### config.mk
export PLATFORM = sky130hd
export DESIGN_NAME = sse_top
export DESIGN_NICKNAME = d
export VERILOG_FILES = /design/src/include/sse_pkg.sv /design/src/rtl/sse_top.sv
export VERILOG_INCLUDE_DIRS = /design/src /design/src/include
export SDC_FILE = /design/constraint.sdc
export NUM_CORES = 1
export LEC_CHECK = 0
export BUFFER_PORTS_ARGS = -buffer_cell sky130_fd_sc_hd__buf_2
export CAP_MARGIN = 20
export CORE_MARGIN = 3
export CORE_UTILIZATION = 48
export CTS_CLUSTER_SIZE = 10
export DETAILED_ROUTE_END_ITERATION = 10
export GPL_TIMING_DRIVEN = 0
export PLACE_DENSITY = 0.76
export SLEW_MARGIN = 20
export SYNTH_ARGS = -nofsm -noshare
export SYNTH_HDL_FRONTEND = slang
export SYNTH_SLANG_ARGS = --single-unit
### constraint.sdc
create_clock -name clk_i -period 1.7 [get_ports clk_i]
set_input_delay 0.085 -clock clk_i [delete_from_list [all_inputs] [get_ports clk_i]]
set_output_delay 0.085 -clock clk_i [all_outputs]
set_load 0.1 [all_outputs]
### src/include/sse_defines.svh
// Register indices, field positions, masks and reset values of the SMI source enable and status block.
// Assumes a 32-bit classic Wishbone slave: byte address is four times the register index.
//
// Summary of operation
// - Bits 7..0 of the interrupt-request enable register enable SMI on assertion of IRQ15..IRQ8.
// - Bits 7,6,5,3,2,1,0 of the DMA-request enable register enable SMI on assertion of DREQ7,6,5,3,2,1,0.
// - Bit 4 of the DMA-request enable register enables SMI on assertion of any DMA request.
// - Every bit of both enable registers resets to zero, so no request line raises SMI after reset.
// - Both enable registers are read/write and read back the value last written.
// - The access status register flags which peripheral or memory access caused the SMI.
// - Writing one to an access status bit clears it; writing zero leaves it.
// - Bits 7..2 of the timer/trap status register flag timer timeouts, PCI master request and NMI.
// - Bits 7..2 of the timer/trap status register clear on a write of one and ignore a write of zero.
// - Bits 1..0 of the timer/trap status register flag I/O traps 2 and 1 and clear when read.
// - All bits of both status registers reset to zero.
// - Individual DMA-request enables act only while the global DMA-request enable bit 5 is set.
// - Individual interrupt-request enables act only while the global interrupt-request enable bit 4 is set.
`ifndef SSE_DEFINES_SVH
`define SSE_DEFINES_SVH

`define SSE_ADR_W 10
`define SSE_IDX_ACC_EN 8'h70
`define SSE_IDX_TT_EN 8'h71
`define SSE_IDX_GLB_EN 8'h72
`define SSE_IDX_IRQ_EN 8'h74
`define SSE_IDX_DMA_EN 8'h75
`define SSE_IDX_ACC_ST 8'h76
`define SSE_IDX_TT_ST 8'h77
`define SSE_IDX_IRQ_ST 8'h7a
`define SSE_IDX_DMA_ST 8'h7b

`define SSE_RST_BYTE 8'h00
`define SSE_GLB_MASK 8'h30
`define SSE_GLB_DMA_BIT 5
`define SSE_GLB_IRQ_BIT 4
`define SSE_DMA_ANY_BIT 4
`define SSE_DMA_CHAN_MASK 8'hef
`define SSE_DMA_ANY_MASK 8'h10
`define SSE_TT_W1C_MASK 8'hfc
`define SSE_TT_RC_MASK 8'h03
`define SSE_TTEN_NMI_BIT 3
`define SSE_TTEN_PCI_BIT 2

`endif

### src/include/sse_pkg.sv
// Types shared by the SMI source enable and status block.
// Assumes the constants header is included by the design file.
package sse_pkg;

    typedef logic [7:0] sse_byte_t;

    typedef enum {
        SSE_SEL_NONE,
        SSE_SEL_ACC_EN,
        SSE_SEL_TT_EN,
        SSE_SEL_GLB_EN,
        SSE_SEL_IRQ_EN,
        SSE_SEL_DMA_EN,
        SSE_SEL_ACC_ST,
        SSE_SEL_TT_ST,
        SSE_SEL_IRQ_ST,
        SSE_SEL_DMA_ST
    } sse_reg_sel_t;

endpackage : sse_pkg

### src/rtl/sse_top.sv
// SMI source enable masks, cause status registers and the combined SMI output.
// Assumes a classic Wishbone master on clk_i, event pulses and request levels synchronous to clk_i.
`timescale 1ns/1ps
`include "sse_defines.svh"

module sse_top (
    input wire logic clk_i,
    input wire logic rst_i,
    input wire logic wb_cyc_i,
    input wire logic wb_stb_i,
    input wire logic wb_we_i,
    input wire logic [`SSE_ADR_W-1:0] wb_adr_i,
    input wire logic [3:0] wb_sel_i,
    input wire logic [31:0] wb_dat_i,
    output logic wb_ack_o,
    output logic [31:0] wb_dat_o,
    input wire logic [7:0] acc_evt_i,
    input wire logic [7:0] tt_evt_i,
    input wire logic [7:0] irq_hi_i,
    input wire logic [7:0] dreq_i,
    output logic smi_o
);

    // Bus handshake and SMI output state
    logic ack_r;
    logic [31:0] dat_r;
    logic smi_r;

    // Enable registers
    sse_pkg::sse_byte_t acc_en_r;
    sse_pkg::sse_byte_t tt_en_r;
    sse_pkg::sse_byte_t glb_en_r;
    sse_pkg::sse_byte_t irq_en_r;
    sse_pkg::sse_byte_t dma_en_r;

    // Status registers
    sse_pkg::sse_byte_t acc_st_r;
    sse_pkg::sse_byte_t tt_st_r;
    sse_pkg::sse_byte_t irq_st_r;
    sse_pkg::sse_byte_t dma_st_r;
    sse_pkg::sse_byte_t acc_st_nxt;
    sse_pkg::sse_byte_t tt_st_nxt;
    sse_pkg::sse_byte_t irq_st_nxt;
    sse_pkg::sse_byte_t dma_st_nxt;

    // Previous request levels for edge detection
    sse_pkg::sse_byte_t irq_prev_r;
    sse_pkg::sse_byte_t dreq_prev_r;

    // Decode and strobes
    sse_pkg::sse_reg_sel_t reg_sel;
    logic req;
    logic take;
    logic wr_lo;
    logic rd_take;
    sse_pkg::sse_byte_t wr_byte;
    sse_pkg::sse_byte_t rd_byte;

    // Event and clear vectors
    sse_pkg::sse_byte_t tt_en_map;
    sse_pkg::sse_byte_t irq_rise;
    sse_pkg::sse_byte_t dreq_rise;
    sse_pkg::sse_byte_t acc_set;
    sse_pkg::sse_byte_t tt_set;
    sse_pkg::sse_byte_t irq_set;
    sse_pkg::sse_byte_t dma_set;
    sse_pkg::sse_byte_t acc_clr;
    sse_pkg::sse_byte_t tt_clr;
    sse_pkg::sse_byte_t irq_clr;
    sse_pkg::sse_byte_t dma_clr;
    sse_pkg::sse_byte_t dma_act;
    logic irq_glb;
    logic dma_glb;
    logic smi_nxt;

    // Sticky update: a set in the same cycle as a clear wins
    function automatic sse_pkg::sse_byte_t sse_sticky(
        input sse_pkg::sse_byte_t cur,
        input sse_pkg::sse_byte_t set,
        input sse_pkg::sse_byte_t clr
    );
        sse_sticky = (cur & ~clr) | set;
    endfunction : sse_sticky

    assign req = wb_cyc_i & wb_stb_i;
    // Effects happen at the edge where the master samples ack high
    assign take = req & ack_r;
    assign wr_lo = take & wb_we_i & wb_sel_i[0];
    assign rd_take = take & ~wb_we_i;
    assign wr_byte = wb_dat_i[7:0];

    // Register decode on the word index
    always_comb begin
        case (wb_adr_i[`SSE_ADR_W-1:2])
            `SSE_IDX_ACC_EN: reg_sel = sse_pkg::SSE_SEL_ACC_EN;
            `SSE_IDX_TT_EN: reg_sel = sse_pkg::SSE_SEL_TT_EN;
            `SSE_IDX_GLB_EN: reg_sel = sse_pkg::SSE_SEL_GLB_EN;
            `SSE_IDX_IRQ_EN: reg_sel = sse_pkg::SSE_SEL_IRQ_EN;
            `SSE_IDX_DMA_EN: reg_sel = sse_pkg::SSE_SEL_DMA_EN;
            `SSE_IDX_ACC_ST: reg_sel = sse_pkg::SSE_SEL_ACC_ST;
            `SSE_IDX_TT_ST: reg_sel = sse_pkg::SSE_SEL_TT_ST;
            `SSE_IDX_IRQ_ST: reg_sel = sse_pkg::SSE_SEL_IRQ_ST;
            `SSE_IDX_DMA_ST: reg_sel = sse_pkg::SSE_SEL_DMA_ST;
            default: reg_sel = sse_pkg::SSE_SEL_NONE;
        endcase
    end

    // Read multiplexer; unmapped words read as zero
    always_comb begin
        case (reg_sel)
            sse_pkg::SSE_SEL_ACC_EN: rd_byte = acc_en_r;
            sse_pkg::SSE_SEL_TT_EN: rd_byte = tt_en_r;
            sse_pkg::SSE_SEL_GLB_EN: rd_byte = glb_en_r;
            sse_pkg::SSE_SEL_IRQ_EN: rd_byte = irq_en_r;
            sse_pkg::SSE_SEL_DMA_EN: rd_byte = dma_en_r;
            sse_pkg::SSE_SEL_ACC_ST: rd_byte = acc_st_r;
            sse_pkg::SSE_SEL_TT_ST: rd_byte = tt_st_r;
            sse_pkg::SSE_SEL_IRQ_ST: rd_byte = irq_st_r;
            sse_pkg::SSE_SEL_DMA_ST: rd_byte = dma_st_r;
            default: rd_byte = `SSE_RST_BYTE;
        endcase
    end

    // Acknowledge one cycle after the request, drop it the cycle after
    always_ff @(posedge clk_i) begin
        if (rst_i) begin
            ack_r <= 1'b0;
        end else begin
            ack_r <= req & ~ack_r;
        end
    end

    // Read data is captured as ack rises and held through the ack cycle
    always_ff @(posedge clk_i) begin
        if (rst_i) begin
            dat_r <= 32'h0000_0000;
        end else if (req & ~ack_r & ~wb_we_i) begin
            dat_r <= {24'h00_0000, rd_byte};
        end
    end

    // Access-cause enables
    always_ff @(posedge clk_i) begin
        if (rst_i) begin
            acc_en_r <= `SSE_RST_BYTE;
        end else if (wr_lo && reg_sel == sse_pkg::SSE_SEL_ACC_EN) begin
            acc_en_r <= wr_byte;
        end
    end

    // Timer, NMI, PCI master and trap enables
    always_ff @(posedge clk_i) begin
        if (rst_i) begin
            tt_en_r <= `SSE_RST_BYTE;
        end else if (wr_lo && reg_sel == sse_pkg::SSE_SEL_TT_EN) begin
            tt_en_r <= wr_byte;
        end
    end

    // Global request enables, only bits 5 and 4 are kept
    always_ff @(posedge clk_i) begin
        if (rst_i) begin
            glb_en_r <= `SSE_RST_BYTE;
        end else if (wr_lo && reg_sel == sse_pkg::SSE_SEL_GLB_EN) begin
            glb_en_r <= wr_byte & `SSE_GLB_MASK;
        end
    end

    // IRQ15..IRQ8 enables
    always_ff @(posedge clk_i) begin
        if (rst_i) begin
            irq_en_r <= `SSE_RST_BYTE;
        end else if (wr_lo && reg_sel == sse_pkg::SSE_SEL_IRQ_EN) begin
            irq_en_r <= wr_byte;
        end
    end

    // DMA request enables
    always_ff @(posedge clk_i) begin
        if (rst_i) begin
            dma_en_r <= `SSE_RST_BYTE;
        end else if (wr_lo && reg_sel == sse_pkg::SSE_SEL_DMA_EN) begin
            dma_en_r <= wr_byte;
        end
    end

    // Request lines raise a cause on assertion, not while held
    always_ff @(posedge clk_i) begin
        if (rst_i) begin
            irq_prev_r <= `SSE_RST_BYTE;
            dreq_prev_r <= `SSE_RST_BYTE;
        end else begin
            irq_prev_r <= irq_hi_i;
            dreq_prev_r <= dreq_i;
        end
    end

    assign irq_rise = irq_hi_i & ~irq_prev_r;
    assign dreq_rise = dreq_i & ~dreq_prev_r;
    assign irq_glb = glb_en_r[`SSE_GLB_IRQ_BIT];
    assign dma_glb = glb_en_r[`SSE_GLB_DMA_BIT];

    // NMI and PCI master enables sit swapped against their status bits
    always_comb begin
        tt_en_map = tt_en_r;
        tt_en_map[`SSE_TTEN_NMI_BIT] = tt_en_r[`SSE_TTEN_PCI_BIT];
        tt_en_map[`SSE_TTEN_PCI_BIT] = tt_en_r[`SSE_TTEN_NMI_BIT];
    end

    // Set terms gated by enables
    always_comb begin
        acc_set = acc_evt_i & acc_en_r;
        tt_set = tt_evt_i & tt_en_map;
        irq_set = irq_rise & irq_en_r & {8{irq_glb}};
        dma_set = dreq_rise & dma_en_r & `SSE_DMA_CHAN_MASK & {8{dma_glb}};
        dma_set[`SSE_DMA_ANY_BIT] = (|dreq_rise) & dma_en_r[`SSE_DMA_ANY_BIT] & dma_glb;
    end

    // Clear terms; a read clears only the trap bits it returned
    always_comb begin
        acc_clr = `SSE_RST_BYTE;
        tt_clr = `SSE_RST_BYTE;
        irq_clr = `SSE_RST_BYTE;
        dma_clr = `SSE_RST_BYTE;
        if (wr_lo && reg_sel == sse_pkg::SSE_SEL_ACC_ST) begin
            acc_clr = wr_byte;
        end
        if (wr_lo && reg_sel == sse_pkg::SSE_SEL_TT_ST) begin
            tt_clr = wr_byte & `SSE_TT_W1C_MASK;
        end
        if (rd_take && reg_sel == sse_pkg::SSE_SEL_TT_ST) begin
            tt_clr = tt_clr | (dat_r[7:0] & `SSE_TT_RC_MASK);
        end
        if (wr_lo && reg_sel == sse_pkg::SSE_SEL_IRQ_ST) begin
            irq_clr = wr_byte;
        end
        if (wr_lo && reg_sel == sse_pkg::SSE_SEL_DMA_ST) begin
            dma_clr = wr_byte;
        end
    end

    assign acc_st_nxt = sse_sticky(acc_st_r, acc_set, acc_clr);
    assign tt_st_nxt = sse_sticky(tt_st_r, tt_set, tt_clr);
    assign irq_st_nxt = sse_sticky(irq_st_r, irq_set, irq_clr);
    assign dma_st_nxt = sse_sticky(dma_st_r, dma_set, dma_clr);

    // Access-cause status
    always_ff @(posedge clk_i) begin
        if (rst_i) begin
            acc_st_r <= `SSE_RST_BYTE;
        end else begin
            acc_st_r <= acc_st_nxt;
        end
    end

    // Timer and trap cause status
    always_ff @(posedge clk_i) begin
        if (rst_i) begin
            tt_st_r <= `SSE_RST_BYTE;
        end else begin
            tt_st_r <= tt_st_nxt;
        end
    end

    // IRQ15..IRQ8 cause status
    always_ff @(posedge clk_i) begin
        if (rst_i) begin
            irq_st_r <= `SSE_RST_BYTE;
        end else begin
            irq_st_r <= irq_st_nxt;
        end
    end

    // DMA request cause status
    always_ff @(posedge clk_i) begin
        if (rst_i) begin
            dma_st_r <= `SSE_RST_BYTE;
        end else begin
            dma_st_r <= dma_st_nxt;
        end
    end

    // Request causes still count only while their group is globally enabled
    assign dma_act = dma_st_r & dma_en_r & {8{dma_glb}};
    assign smi_nxt = (|(acc_st_r & acc_en_r)) |
                     (|(tt_st_r & tt_en_map)) |
                     (|(irq_st_r & irq_en_r & {8{irq_glb}})) |
                     (|dma_act);

    // SMI is a level while any enabled cause is recorded
    always_ff @(posedge clk_i) begin
        if (rst_i) begin
            smi_r <= 1'b0;
        end else begin
            smi_r <= smi_nxt;
        end
    end

    assign wb_ack_o = ack_r;
    assign wb_dat_o = dat_r;
    assign smi_o = smi_r;

endmodule : sse_top

==> results.yml <==
synthesis:
  ys.flop_type: "dfxtp_1"
  synth-edff-count: 0
  async_reset_ff_share_pct: 0
  synth_area_per_cell_sq_um: 8.79
  synthTopCellsByCount: "92 x dfxtp_1, 51 x a21oi_1, 35 x nand2_1, 30 x mux2i_1, 30 x nand2b_1"
  netlist_area_sq_um: 4720
  synth_warnings: 0
  yosysMostFrequentCell: "dfxtp_1"
  synth_area_leaders: "dfxtp_1 39%, mux2i_1 6.4%, a21oi_1 5.4%"
  ys_seq_area_share_pct: 39.0
  synth-seq-cells: 92
  ys_types: 57
  yosys.area.top_type_share_pct: 39.0
  syn_inst: 537
  synth_top_area_cell: "dfxtp_1"
min_path:
  worst_hold_path_type: "primary input to flip-flop"
  hold_end: "irq_en_r[0]"
  hold_depth: 3
  min_from: "wb_dat_i[0]"
die:
  start_util_pct: 50.1
  die_w_um: 105
  io_pins: 117
  rows: 35
  die_area_sq_um: 11100
  fp.dieH_um: 105
  coreArea_sq_um: 9420
drt:
  viasPerCell: 6.18
  wl_per_cell_um: 22.3
  firstDrtPassIters: 7
  via_count: 4971
  drt_iter0_markers: 561
  ant_nets: 0
  drt_wl_total_mm: 18.0
  drc: 0
final_layout:
  finalNetCount: 753
  fillers: 854
  seq_area_sq_um: 1850
  areaGrowthSynthToFinish_pct: 25.1
  multi_input_area_sq_um: 2590
  fin_cells: 804
  layout-drive-gt1-share_pct: 20.3
  postLayoutCellArea_sq_um: 5900
  antenna_cells: 0
critical_path:
  cp-end-kind: "flip-flop"
  cp.arrival_ns: 1.88
  cp_max_fo: 10
  start_kind: "flip-flop"
  timing.rr.start: "wb_ack_o"
  r2r_cells: 5
  crit_chain: "nand3_4 > or4_4 > buf_6 > o31ai_1 > a21oi_1"
  r2r_setup_slack_ns: 0.05
  critPathMaxStageDelay_ns: 0.49
  crit_path_top_delay_cell: "or4_4"
  worstReg2RegEnd: "acc_st_r[1]"
  critPathKind: "flip-flop to flip-flop"
  worstPathRequired_ns: 1.94
pwr:
  ir_drop_v: 0.000464
  powerDensity_nw_per_um2: 739
  p_leak_nw: 2.20
  total_power_mw: 4.36
global_routing:
  grt_max_degree: 19
  gr-usage-met3_pct: 6.98
  antenna_found_initial: 0
  grt_pass1_vias: 4688
  overflow: 0
  grtUsageMet1_pct: 43.7
  grt.busiest_layer: "met2"
  grt_pass1_wl_mm: 27.4
  grt_util_all_layers_pct: 32.4
  use_met2_pct: 51.5
place:
  place_area_sq_um: 5290
  portBuffers: 61
  placedCellCount: 750
  hpwl_mm: 13.4
  routabilityCongestion: 0.998
timing:
  layout_min_cycle_time_ns: 1.65
  hold_viol_final: 0
  clock_skew_ns: 0.0168
  worst_slew_pin_slew_ns: 0.710
  maxSlewHeadroom_pct: 52.7
  fmax_mhz: 607
  finalSetupViolCount: 0
  maxSlewViolCount: 0
  grt_setup_unrepaired: "yes"
  fin_crit_sh_pct: 96.9
clock_network:
  clock-sinks: 92
  h-tree-depth: 3
  cts.path.max_buffers: 2
  cts_tree: "done"
  clockRootBuffer: "clkbuf_8"
  cts_buffers: 9
  clkTransAtPathRegs_ns: 0.11
  clk_latency_ns: 0.38
job:
  cap_violations: 0
status:
  outcome: "finished clean"
-- metrics by stage --
step | worst slack, ns | utilization (%) | hold WS, ns | TNS [ns]
6_report | 0.0523 | 62.7 | 0.00639 | 0
3_5_place_dp | -0.194 | 56.2 | 0.313 | -4.18
4_1_cts | 0.00549 | 62.2 | 0.00682 | 0
2_1_floorplan | -0.0472 | - | 0.194 | -0.710
5_1_grt | -0.0258 | 62.7 | 0.0159 | -0.0258
3_3_place_gp | -0.206 | 56.2 | 0.309 | -3.16
-- cell type report --
| class | instances | share of cell area [%] |
|---|---|---|
| Clock inverter | 7 | 1.19 |
| Multi-Input combinational cell | 393 | 44.0 |
| Tap cell | 129 | 2.74 |
| Sequential cell | 92 | 31.3 |
| Timing Repair Buffer | 99 | 11.7 |
| Buffer | 62 | 6.26 |
| Inverter | 13 | 0.827 |
| Clock buffer | 9 | 2.10 |
-- layer usage --
| metal | up-vias | part of all wire, % |
|---|---|---|
| met4 | 0 | 3.9 |
| met1 | 2356 | 40 |
| met5 | - | 0 |
| met2 | 342 | 46 |
| met3 | 64 | 10 |
| li1 | 2209 | - |
-- worst max-delay path, delay by kind of cell (launching register included) --
family	cells	cell delay, ns
AO/OA/AOI/OAI	2	0.35
buffers and inverters	1	0.18
flip-flops	1	0.39
AND/OR/NAND/NOR	2	0.59
-- placed cells by master, fill, tap and decap left out, types with 4 or more instances in the layout --
cell type	count
conb_1	24
nand2_1	35
a221oi_1	9
a22oi_1	13
nand4_1	5
nand2b_1	30
buf_6	4
o21ai_0	24
mux2i_1	30
clkbuf_1	22
dlygate4sd3_1	34
nand4b_1	11
dfxtp_1	91
nor4_1	4
o31ai_1	21
a22o_1	5
o22ai_1	6
o41ai_1	8
nor2_1	6
nor2b_1	29
nor3_1	5
buf_2	68
a21oi_1	51
inv_1	13
buf_4	27
clkbuf_8	9
nand3_1	27
-- worst max-delay path by stage --
stage | endpoint | start | depth (start not counted)
after floorplan | acc_st_r[0] | wb_ack_o | 5
after global placement | wb_dat_o[3] | wb_adr_i[3] | 7
after detailed placement | wb_dat_o[3] | wb_adr_i[3] | 7
after CTS | dma_st_r[6] | wb_ack_o | 5
after global routing | tt_en_r[6] | wb_ack_o | 4
final | acc_st_r[1] | wb_ack_o | 5
-- where the power goes --
part / switching [mW] / total, mW / internal (mW)
clock: 0.886 / 1.45 / 0.567
combinational: 0.508 / 0.724 / 0.215
sequential: 0.00711 / 2.18 / 2.17
total: 1.40 / 4.36 / 2.96
-- what timing repair did --
item,4_1_cts,5_1_grt
hold buffers,34,0
endpoints found under the setup margin,25,25
resized for setup,3,11
hold endpoints to repair,37,0
pin swaps,2,1
setup buffers,1,3
-- cells by family (layout without fill, tap and decap cells) --
family	after synthesis	count (layout)	share of synthesized area (%)
and+or+nand+nor	177	177	22.5
AOI/OAI and AO/OA	160	160	22.6
muxes	32	32	7.08
buffers and inverters	75	190	8.70
other	1	24	0.0795
DFF	92	92	39.0
-- state kept, by name (all words and copies together) (netlist names) --
signal	cells
acc_en_r	8
acc_st_r	8
dma_en_r	8
dma_st_r	8
dreq_prev_r	8
irq_en_r	8
irq_prev_r	8
irq_st_r	8
tt_en_r	8
tt_st_r	8
wb_dat_o	8
glb_en_r	2
smi_o	1
wb_ack_o	1
Note: power is estimated with default switching activity, not from simulation.
